**src/rtl/pft_pkg.sv**
```systemverilog
package pft_pkg;
    localparam int NUM_FAULT = 4;
    localparam int NUM_CH = 6;
    localparam int NUM_PAIR = 3;
    localparam int FILT_W = 5;
    // Register indices on the plain register port
    localparam logic [3:0] ADDR_MODE = 4'h0;
    localparam logic [3:0] ADDR_FLTCTRL = 4'h1;
    localparam logic [3:0] ADDR_FLTSTAT = 4'h2;
    localparam logic [3:0] ADDR_POL = 4'h3;
    localparam logic [3:0] ADDR_OUTINIT = 4'h4;
    localparam logic [3:0] ADDR_TRIG = 4'h5;
    localparam logic [3:0] ADDR_CNTH = 4'h6;
    localparam logic [3:0] ADDR_CNTL = 4'h7;
    localparam logic [3:0] ADDR_PAIREN = 4'h8;
    localparam logic [3:0] ADDR_CVH = 4'h9;
    localparam logic [3:0] ADDR_CVL = 4'hA;
    // MODE fields
    localparam int MODE_EXT_BIT = 0;
    localparam int MODE_INIT_BIT = 1;
    localparam int MODE_FM_LSB = 2;
    localparam int MODE_FIE_BIT = 4;
    localparam int MODE_CAPT_BIT = 5;
    localparam int MODE_COMB_BIT = 6;
    // FLTCTRL: [3:0] input enables, [7:4] filter enables; TRIG: [5:0] match, [6] reload
    localparam int TRIG_RELOAD_BIT = 6;
    localparam logic [1:0] FM_OFF = 2'h0;
    localparam logic [1:0] FM_AUTO = 2'h3;
    localparam logic [7:0] RST_BYTE = 8'h00;
    localparam logic [FILT_W-1:0] FILT_ZERO = 5'h00;

    typedef struct packed {
        logic [3:0] addr;
        logic [7:0] wdata;
        logic wr;
        logic rd;
    } pft_bus_t;

    typedef struct packed {
        logic cnt_reload;
        logic cnt_sync;
        logic clk_start;
        logic [15:0] cnt_ext;
        logic [NUM_CH*16-1:0] ch_val;
    } pft_cnt_t;
endpackage

```
**src/rtl/pft_control.sv**
```systemverilog
// Design decisions made here: strobed register access and the register offsets.
`timescale 1ns/10ps
// What this block does
// - Fault handling on only with extended enable and nonzero fault mode.
// - Four fault inputs, each with input and filter enable; shared filter value.
// - Inputs synchronised, then a 5-bit counter counts while input differs from filtered level, clears when equal.
// - New level accepted after counter reaches filter value; glitches dropped.
// - Filter off: two-edge delay, flag set on third edge.
// - Filter on: delay three plus value, flag at four plus value.
// - Enabled rising edge sets input flag; summary flag is OR of flags.
// - Fault edge with pair enable forces both pair outputs to polarity.
// - Interrupt while summary flag and enable; cleared by read-1-write-0.
// - Auto mode: outputs return when fault input low and new cycle.
// - Manual mode: outputs return when flag cleared and new cycle.
// - Polarity 0 means active high, 1 means active low.
// - Writing the init strobe drives stored initial values to outputs.
// - Features other than the capture test act only in combine mode.
// - With extended enable, selected channel matches emit triggers.
// - Reload trigger whenever counter loads its initial value.
// - Capture test: counter frozen, byte writes load counter directly.
// - Capture test: both bytes written update channel values and set flags.
// - Capture test: reads return written value and next counter value.
module pft_control
    import pft_pkg::*;
(
    // Clock and reset
    input wire logic i_mclk,
    input wire logic i_rst,
    // Register port
    input wire logic [3:0] i_addr,
    input wire logic [7:0] i_wdata,
    input wire logic i_wr,
    input wire logic i_rd,
    output logic [7:0] o_rdata,
    // Fault pins
    input wire logic [NUM_FAULT-1:0] i_fault_pin,
    // Counter and channel stages
    input wire logic [15:0] i_counter_value,
    input wire logic [15:0] i_counter_initial_value,
    input wire logic [15:0] i_counter_modulo,
    input wire logic [NUM_CH*16-1:0] i_channel_value,
    input wire logic [NUM_CH-1:0] i_channel_pwm,
    input wire logic i_counter_sync,
    input wire logic i_clock_start,
    // Outputs
    output logic [NUM_CH-1:0] o_channel_out,
    output logic [NUM_CH-1:0] o_match_trigger,
    output logic o_reload_trigger,
    output logic o_fault_irq,
    output logic o_counter_freeze,
    output logic o_counter_load,
    output logic [15:0] o_counter_load_value,
    output logic o_capture_load,
    output logic [15:0] o_capture_value,
    output logic [NUM_CH-1:0] o_channel_event_flag_set
);
    pft_bus_t bus;
    assign bus = '{addr: i_addr, wdata: i_wdata, wr: i_wr, rd: i_rd};

    logic [7:0] mode_reg;
    logic [7:0] fault_ctrl;
    logic [3:0] fault_filter_value;
    logic [NUM_CH-1:0] channel_polarity;
    logic [NUM_CH-1:0] channel_initial_output;
    logic [6:0] trig_ctrl;
    logic [NUM_PAIR-1:0] pair_fault_enable;
    logic [NUM_FAULT-1:0] per_input_fault_flag;
    logic [NUM_FAULT-1:0] fault_input_status;
    logic [NUM_FAULT-1:0] sync1;
    logic [NUM_FAULT-1:0] sync2;
    logic [NUM_FAULT-1:0] cond_q;
    logic fault_or_q;
    logic fault_active;
    logic flag_seen_one;
    logic init_hold;
    logic [NUM_CH-1:0] init_val;
    logic hi_written;
    logic lo_written;
    logic [7:0] cap_hi;
    logic [7:0] cap_lo;
    logic [15:0] prev_counter;
    logic [7:0] rdata;

    wire extended_feature_enable = mode_reg[MODE_EXT_BIT];
    wire [1:0] fault_mode_select = mode_reg[MODE_FM_LSB +: 2];
    wire fault_interrupt_enable = mode_reg[MODE_FIE_BIT];
    wire capture_test_enable = mode_reg[MODE_CAPT_BIT];
    wire combine = mode_reg[MODE_COMB_BIT];
    wire [NUM_FAULT-1:0] fault_input_enable = fault_ctrl[3:0];
    wire [NUM_FAULT-1:0] fault_filter_enable = fault_ctrl[7:4];
    wire [NUM_CH-1:0] match_trigger_select = trig_ctrl[5:0];
    wire reload_trigger_enable = trig_ctrl[TRIG_RELOAD_BIT];

    wire fault_ctl_en = extended_feature_enable && (fault_mode_select != FM_OFF)
                        && combine;
    wire summary_fault_flag = |per_input_fault_flag;

    wire wr_mode = bus.wr && (bus.addr == ADDR_MODE);
    wire wr_fctl = bus.wr && (bus.addr == ADDR_FLTCTRL);
    wire wr_fstat = bus.wr && (bus.addr == ADDR_FLTSTAT);
    wire wr_cnth = bus.wr && (bus.addr == ADDR_CNTH);
    wire wr_cntl = bus.wr && (bus.addr == ADDR_CNTL);
    wire init_strobe = wr_mode && bus.wdata[MODE_INIT_BIT];
    // Flag clear needs a prior read of the flag as one
    wire flag_clear = wr_fstat && flag_seen_one && !bus.wdata[7];

    // Filter per input
    logic [NUM_FAULT-1:0] cond_in;
    genvar g;
    generate
        for (g = 0; g < NUM_FAULT; g++) begin : g_flt
            logic [FILT_W-1:0] cnt;
            logic state;
            wire bypass = (fault_filter_value == 4'h0) || !fault_filter_enable[g]
                          || !fault_input_enable[g];
            always_ff @(posedge i_mclk or posedge i_rst) begin
                if (i_rst) begin
                    cnt <= FILT_ZERO;
                    state <= 1'b0;
                end else if (sync2[g] == state) begin
                    cnt <= FILT_ZERO;
                end else if (cnt >= {1'b0, fault_filter_value}) begin
                    state <= sync2[g];
                    cnt <= FILT_ZERO;
                end else begin
                    cnt <= cnt + 5'h01;
                end
            end
            assign cond_in[g] = bypass ? sync2[g] : state;
        end
    endgenerate
    assign fault_input_status = cond_in;

    wire [NUM_FAULT-1:0] rise = cond_in & ~cond_q & fault_input_enable;
    wire fault_or = |(cond_in & fault_input_enable);
    wire fault_edge = fault_ctl_en && fault_or && !fault_or_q;
    // New PWM cycle at counter wrap
    wire new_cycle = (prev_counter == i_counter_modulo)
                     && (i_counter_value == i_counter_initial_value);
    wire release_ok = (fault_mode_select == FM_AUTO) ? !fault_or
                      : !summary_fault_flag;

    always_ff @(posedge i_mclk or posedge i_rst) begin
        if (i_rst) begin
            sync1 <= 4'h0;
            sync2 <= 4'h0;
            cond_q <= 4'h0;
            fault_or_q <= 1'b0;
            prev_counter <= 16'h0000;
        end else begin
            sync1 <= i_fault_pin;
            sync2 <= sync1;
            cond_q <= cond_in;
            fault_or_q <= fault_or;
            prev_counter <= i_counter_value;
        end
    end

    always_ff @(posedge i_mclk or posedge i_rst) begin
        if (i_rst) begin
            per_input_fault_flag <= 4'h0;
            flag_seen_one <= 1'b0;
        end else begin
            // Set wins over clear
            per_input_fault_flag <= (flag_clear ? 4'h0 : per_input_fault_flag)
                                    | (fault_ctl_en ? rise : 4'h0);
            if (bus.rd && bus.addr == ADDR_FLTSTAT) begin
                flag_seen_one <= summary_fault_flag;
            end else if (wr_fstat) begin
                flag_seen_one <= 1'b0;
            end
        end
    end

    always_ff @(posedge i_mclk or posedge i_rst) begin
        if (i_rst) begin
            fault_active <= 1'b0;
        end else if (fault_edge) begin
            fault_active <= 1'b1;
        end else if (fault_active && new_cycle && release_ok) begin
            fault_active <= 1'b0;
        end else if (!fault_ctl_en) begin
            fault_active <= 1'b0;
        end
    end

    always_ff @(posedge i_mclk or posedge i_rst) begin
        if (i_rst) begin
            mode_reg <= RST_BYTE;
            fault_ctrl <= RST_BYTE;
            fault_filter_value <= 4'h0;
            channel_polarity <= 6'h00;
            channel_initial_output <= 6'h00;
            trig_ctrl <= 7'h00;
            pair_fault_enable <= 3'h0;
        end else if (bus.wr) begin
            case (bus.addr)
                ADDR_MODE: mode_reg <= {bus.wdata[7:2], 1'b0, bus.wdata[0]};
                ADDR_FLTCTRL: fault_ctrl <= bus.wdata;
                ADDR_FLTSTAT: fault_filter_value <= bus.wdata[3:0];
                ADDR_POL: channel_polarity <= bus.wdata[5:0];
                ADDR_OUTINIT: channel_initial_output <= bus.wdata[5:0];
                ADDR_TRIG: trig_ctrl <= bus.wdata[6:0];
                ADDR_PAIREN: pair_fault_enable <= bus.wdata[2:0];
                default: ;
            endcase
        end
    end

    // Initialisation holds the stored values until the next PWM cycle
    always_ff @(posedge i_mclk or posedge i_rst) begin
        if (i_rst) begin
            init_hold <= 1'b0;
            init_val <= 6'h00;
        end else if (init_strobe && combine) begin
            init_hold <= 1'b1;
            init_val <= channel_initial_output;
        end else if (new_cycle) begin
            init_hold <= 1'b0;
        end
    end

    // Output path
    logic [NUM_CH-1:0] next_out;
    always_comb begin
        next_out = i_channel_pwm;
        if (combine) begin
            next_out = i_channel_pwm ^ channel_polarity;
            if (init_hold) begin
                next_out = init_val;
            end
            for (int p = 0; p < NUM_PAIR; p++) begin
                if (fault_active && pair_fault_enable[p]) begin
                    next_out[2*p +: 2] = channel_polarity[2*p +: 2];
                end
            end
        end
    end

    // Triggers
    logic [NUM_CH-1:0] next_match;
    always_comb begin
        for (int c = 0; c < NUM_CH; c++) begin
            next_match[c] = extended_feature_enable && combine && match_trigger_select[c]
                            && (i_counter_value == i_channel_value[c*16 +: 16]);
        end
    end
    wire cnt_write = wr_cnth || wr_cntl;
    wire next_reload = reload_trigger_enable && combine
                       && (new_cycle || cnt_write || i_counter_sync
                           || (i_clock_start && i_counter_value == i_counter_initial_value));

    // Capture test
    wire both_written = (wr_cnth || hi_written) && (wr_cntl || lo_written)
                        && capture_test_enable;
    always_ff @(posedge i_mclk or posedge i_rst) begin
        if (i_rst) begin
            hi_written <= 1'b0;
            lo_written <= 1'b0;
            cap_hi <= RST_BYTE;
            cap_lo <= RST_BYTE;
        end else if (both_written || !capture_test_enable) begin
            hi_written <= 1'b0;
            lo_written <= 1'b0;
            if (wr_cnth) cap_hi <= bus.wdata;
            if (wr_cntl) cap_lo <= bus.wdata;
        end else begin
            if (wr_cnth) begin
                hi_written <= 1'b1;
                cap_hi <= bus.wdata;
            end
            if (wr_cntl) begin
                lo_written <= 1'b1;
                cap_lo <= bus.wdata;
            end
        end
    end
    wire [15:0] cap_word = {wr_cnth ? bus.wdata : cap_hi, wr_cntl ? bus.wdata : cap_lo};

    always_ff @(posedge i_mclk or posedge i_rst) begin
        if (i_rst) begin
            o_channel_out <= 6'h00;
            o_match_trigger <= 6'h00;
            o_reload_trigger <= 1'b0;
            o_fault_irq <= 1'b0;
            o_counter_load <= 1'b0;
            o_counter_load_value <= 16'h0000;
            o_capture_load <= 1'b0;
            o_capture_value <= 16'h0000;
            o_channel_event_flag_set <= 6'h00;
        end else begin
            o_channel_out <= next_out;
            o_match_trigger <= next_match;
            o_reload_trigger <= next_reload;
            o_fault_irq <= summary_fault_flag && fault_interrupt_enable;
            o_counter_load <= cnt_write && capture_test_enable;
            o_counter_load_value <= cap_word;
            o_capture_load <= both_written;
            o_capture_value <= cap_word;
            o_channel_event_flag_set <= {NUM_CH{both_written}};
        end
    end
    assign o_counter_freeze = capture_test_enable;

    always_comb begin
        case (bus.addr)
            ADDR_MODE: rdata = mode_reg;
            ADDR_FLTCTRL: rdata = fault_ctrl;
            ADDR_FLTSTAT: rdata = {summary_fault_flag, 3'h0, fault_filter_value};
            ADDR_POL: rdata = {2'h0, channel_polarity};
            ADDR_OUTINIT: rdata = {2'h0, channel_initial_output};
            ADDR_TRIG: rdata = {1'b0, trig_ctrl};
            ADDR_PAIREN: rdata = {fault_input_status, 1'b0, pair_fault_enable};
            ADDR_CNTH: rdata = i_counter_value[15:8];
            ADDR_CNTL: rdata = i_counter_value[7:0];
            ADDR_CVH: rdata = i_channel_value[15:8];
            ADDR_CVL: rdata = {per_input_fault_flag, 4'h0} | i_channel_value[7:0];
            default: rdata = 8'h00;
        endcase
    end
    always_ff @(posedge i_mclk or posedge i_rst) begin
        if (i_rst) begin
            o_rdata <= 8'h00;
        end else begin
            o_rdata <= bus.rd ? rdata : 8'h00;
        end
    end
endmodule

```
**config.mk**
```make
export PLATFORM = sky130hd
export DESIGN_NAME = pft_control
export DESIGN_NICKNAME = d
export VERILOG_FILES = /design/src/rtl/pft_pkg.sv /design/src/rtl/pft_control.sv
export SDC_FILE = /design/constraint.sdc
export NUM_CORES = 1
export LEC_CHECK = 0
export BUFFER_PORTS_ARGS = -buffer_cell sky130_fd_sc_hd__buf_4
export CAP_MARGIN = 20
export CORE_AREA = 2 2 131 145
export CTS_CLUSTER_DIAMETER = 80
export DETAILED_ROUTE_END_ITERATION = 12
export DIE_AREA = 0 0 133 147
export PLACE_DENSITY = 0.72
export SLEW_MARGIN = 20
export SYNTH_ARGS = -nofsm -noshare
export SYNTH_HDL_FRONTEND = slang
export SYNTH_SLANG_ARGS = --single-unit
export TNS_END_PERCENT = 5
```
**constraint.sdc**
```tcl
create_clock -name i_mclk -period 11.9 [get_ports i_mclk]
set_clock_uncertainty 0.2 [all_clocks]
set_input_delay 1.19 -clock i_mclk [delete_from_list [all_inputs] [get_ports i_mclk]]
set_output_delay 1.19 -clock i_mclk [all_outputs]
set_load 0.005 [all_outputs]
```
Word-level counts from Yosys, hierarchy flattened --
Index checks and enable logic that the tools add are counted.
Storage, ports and cells: register bits 166, bits of input ports 172
Cells by class: add/subtract/negate cells 4, magnitude comparators 4, eq/ne operators 24, muxes and demuxes 35, bitwise gates (word level) 11, reductions and logical operators 87
Operators with widths (count):
- == test 16 bit | 8
- one-hot mux 8 bit (11 select lines) | 1
- 2-to-1 mux 5 bit | 8
- logical AND 1 bit | 39
- 2-to-1 mux 8 bit | 3
- AND reduction 2 bit | 11
- adder 5 x 1 -> 5 bit (second input constant) | 4
- >= comparator 5 x 4 -> 1 bit | 4
- == test 4 x 3 -> 1 bit (second input constant) | 4
- 2-to-1 mux 1 bit | 16
- logical OR 1 bit | 15
- zero test 1 bit | 13
- bitwise AND 4 bit | 3
- == test 4 bit (second input constant) | 3
- 2-to-1 mux 6 bit | 2
- nonzero test 2 bit | 5
- == test 4 x 2 -> 1 bit (second input constant) | 2
- zero test 4 bit | 2
- 2-to-1 mux 4 bit | 2
- bitwise OR 8 bit | 1
- OR reduction 4 bit | 2
- 2-to-1 mux 2 bit | 3
- XOR 6 bit | 1
- == test 1 bit | 4
- 6 further kinds | 9

Logic depth before layout (Yosys ltp) --
depth in word-level cells 11, depth in mapped cells 7

Worst setup path after synthesis --
OpenSTA, ideal clock, no wires.
path kind in2reg, start point in i_addr[2], end point reg o_capture_value[10], setup time 0.125 ns, arrival 2.420 ns, required time 11.575 ns, path slack 9.156 ns, stages 6, path buffers 3, cell sequence buf_2 nor2b_1 buf_2 and3_1 buf_2 mux2_2
Between the ends: cells in the longest elaborated chain, start to end 3
Ends and longest elaborated chain:
- start, declared | line pft_control.sv:30 | input wire logic [3:0] i_addr,
- == test 4 x 3 -> 1 bit | line pft_control.sv:101 | wire wr_cnth = bus.wr && (bus.addr == ADDR_CNTH);
- logical AND 1 bit | line pft_control.sv:101
- 2-to-1 mux 8 bit
- end signal, assigned | line pft_control.sv:299 | o_capture_value <= cap_word;
- end, declared | line pft_control.sv:54 | output logic [15:0] o_capture_value,
No other way between the ends. A chain may end at the register's enable or synchronous reset.

Worst setup path in the final report --
start point in i_addr[1], end point reg hi_written
Between the ends: cells in the longest elaborated chain, start to end 7
Ends and longest elaborated chain:
- == test 4 x 3 -> 1 bit (on tied branches) | line pft_control.sv:101, pft_control.sv:102
- logical AND 1 bit (on tied branches) | line pft_control.sv:101, pft_control.sv:102
- logical OR 1 bit | line pft_control.sv:254 | wire both_written = (wr_cnth || hi_written) && (wr_cntl || lo_written)
- logical AND 1 bit | line pft_control.sv:254
- logical AND 1 bit | line pft_control.sv:255 | && capture_test_enable;
- logical OR 1 bit | line pft_control.sv:262 | end else if (both_written || !capture_test_enable) begin
- 2-to-1 mux 1 bit / nonzero test 2 bit (equally long branches)
- end signal, assigned | line pft_control.sv:258 | hi_written <= 1'b0;
- end signal, assigned | line pft_control.sv:263 | hi_written <= 1'b0;
- end signal, assigned | line pft_control.sv:269 | hi_written <= 1'b1;
- end, declared | line pft_control.sv:77 | logic hi_written;
Parallel ways exist; a longest one is shown, timed or not.

==> results.md <==
- Status: finished clean
- Slew HR: 29.0%
- Clk slew on worst S/H paths: 0.06 ns
- Area leader, netlist: dfrtp_1
- Final slew viol count: 0
- Initial Utilization: 46.0%
- Launching element type of the critical path: primary input
- Pleak: roughly 4.8 nW
- Register area share after synthesis: ~45%
- Crit path max-delay family: simple AND/OR/NAND/NOR gates
- Largest net degree at the start of global routing: 83
- Hold EP: sync2[1]
- Inserted Clock Buffers: 17
- Post-synth EDFFs: 0
- Core area: 18200 sq um
- Yosys reg bits: approximately 150
- Largest stage delay on the critical path: 0.68 ns
- Final setup vio count: 0
- Worst Setup SP: i_addr[1]
- Commonest cells in the synthesized netlist: dfrtp_1, xnor2_1, mux2_2
- Via Count: ~6700
- Asr flop ratio synth: 100%
- Final Cell Area: 10600 sq um
- Power per cell area: 154 nW/um^2
- Total power: 1.64 mW
- Gr ovfl total: 0
- Reg2reg start: mode_reg[6]
- WP data arrival: 3.16 ns
- Max clock buf depth: 2
- DRC: 0
- R2R Path End: o_match_trigger[2]
- P&R area growth vs syn: 27.5%
- CP Class: primary input to flop
- Setup repair bufs after CTS: 0
- CP max FO: 20
- Clock sink total: ~150
- Max IR drop VDD: between 0.0001 and 0.00015 V
- Crit path required time: between 10 and 15 ns
- H-tree depth: 4
- Top reg by flops: g_flt.cnt
- Post-DR vias/cell: between 5 and 6
- CTS tree: built
- Post-route ant nets: 0
- HP Start: sync1[1]
- CTS resizes: 0
- Final WL: 26300 microns
- Top cells by area, synth: dfrtp_1, xnor2_1, mux2_2
- Worst-path cell chain: buf_4, nor2b_1, and3_1, nor2_1, nor4b_1
- Setup tns final: 0 ns
- Max reg flops: 20
- Crit path buffers/inverters: 1
- Hpwl dp: ~20000 microns
- Fmax: 328 MHz
- Fin. Hold Viols: 0
- DP Area: roughly 10000 sq um
- Die area: 19600 sq um
- Pre-antenna DRT Iters: 4
- Share of layout cells above drive strength 1: a little over a third
- HP Class: flop to flop
- IO buf count: around 230
- Tcrit/Tclk final: between 20 and 30%
- Post-Syn Area: 8350 sq um
- Max-Cap Viols: 0
- Yosys warnings: 0
- Skew-Pair Late Insertion Delay: 0.42 ns
- Vias in the first global route: just over 7000
- R2R cell count: 3
- I/O pin cnt: 235
- Die W: roughly 130 microns
- Top FF cell, synth: dfrtp_1
- CTS Hold Bufs: 0
- Most instantiated library cell after synthesis: dfrtp_1
- Synth unique cells: 56
- # rows: 52
- Net Count, Synth: 962
- Hold path depth: 0
- WL/cell: 21.6 microns
- CP max-delay cell: nor2b_1
- Hold_ws: 0.152 ns
- GRT Overall Usage: 27.4%
- Post-synth top area share: 44.7%
- Global-route wire length before repair: 40200 microns
- Net count reported at finish: 1154
- Unrepaired setup endpoints after global routing: no
- Fillers: 1601
- Mean Syn Cell Area: approximately 11 sq um
- Die H: 147 microns
- Initial antenna violation count: 0
- Biggest regs: g_flt.cnt: 20 flops, prev_counter: 16 flops, o_capture_value: 15 flops
- Critical Path End Type: flop
- Initial drt markers: approximately 290
- R2R setup slack: roughly 9.4 ns
- Ant. Diodes: 0
- Clock root cell: clkbuf_16
- Gpl congestion: 0.948
- Final min period: 3.05 ns
- Layout Utilization: between 50% and 60%
- Mapped Cells: 770
- Worst-margin pin slew: 1.06 ns
## where the power goes
part           internal [mW]  leakage (nW)  switching, mW
Clock                  0.314         0.280          0.209
Sequential             0.595          1.86         0.0953
Combinational          0.238          2.62          0.189
Total                   1.15          4.77          0.493
## cells by family (layout without fill, tap and decap cells)
logic type      Yosys count  after routing  synth area share, %
fa+ha+maj                20             20                 3.00
buf+inv                  75            280                 4.87
mux                      81             81                 11.0
compound gates          101            101                 8.56
xor+xnor                140            140                 14.7
simple gates            204            204                 13.2
flops                   149            149                 44.7
## how the worst max path moves through the flow
stage	depth (start not counted)	slack, ns	end
6_report	5	8.85	hi_written
2_1_floorplan	1	6.50	cap_hi[7]
4_1_cts	5	8.95	hi_written
3_5_place_dp	4	8.50	o_capture_value[14]
5_1_grt	5	8.69	hi_written
3_3_place_gp	4	8.57	o_capture_value[12]
## placed cells by master, fill, tap and decap left out, drive strengths merged, types with 7 or more instances in the layout
cell type,count
a21o,8
a21oi,25
a22oi,7
and3,8
buf,235
clkbuf,20
clkinv,7
dfrtp,149
ha,20
inv,14
mux2,76
nand2,40
nand2b,10
nand3,30
nand4,33
nor2,32
nor2b,9
nor4,16
o21ai,13
xnor2,112
xor2,28
## layout make-up
class	count	area [sq um]	share of cell area, %
multi-input cells	546	4210	39.6
flip-flops and latches	149	3730	35.0
repair buffers	235	1760	16.6
clock buffers	20	447	4.20
well taps	243	304	2.86
clock inverters	12	130	1.22
inverters	13	53.8	0.506
## worst register-to-register path: cells and delay by family, from the launching register on
kind	cells	cell delay [ns]
AND/OR/NAND/NOR	3	1.38
flip-flops	1	0.77
## layer usage
metal	global-route usage (%)	wire length, microns	vias to the layer above
met5	0	0	-
met4	9.95	706	0
met3	6.35	1930	48
met2	48.8	13400	286
met1	32.3	10300	3278
li1	-	-	3092
## per-stage QoR
stage                     setup WS [ns]  std cells
final                              8.85       1218
after global routing               8.69       1218
after CTS                          8.95       1218
after detailed placement           8.50       1186
after global placement             8.57       1186
after floorplan                    6.50        770
(Power assumes the default switching activity.)
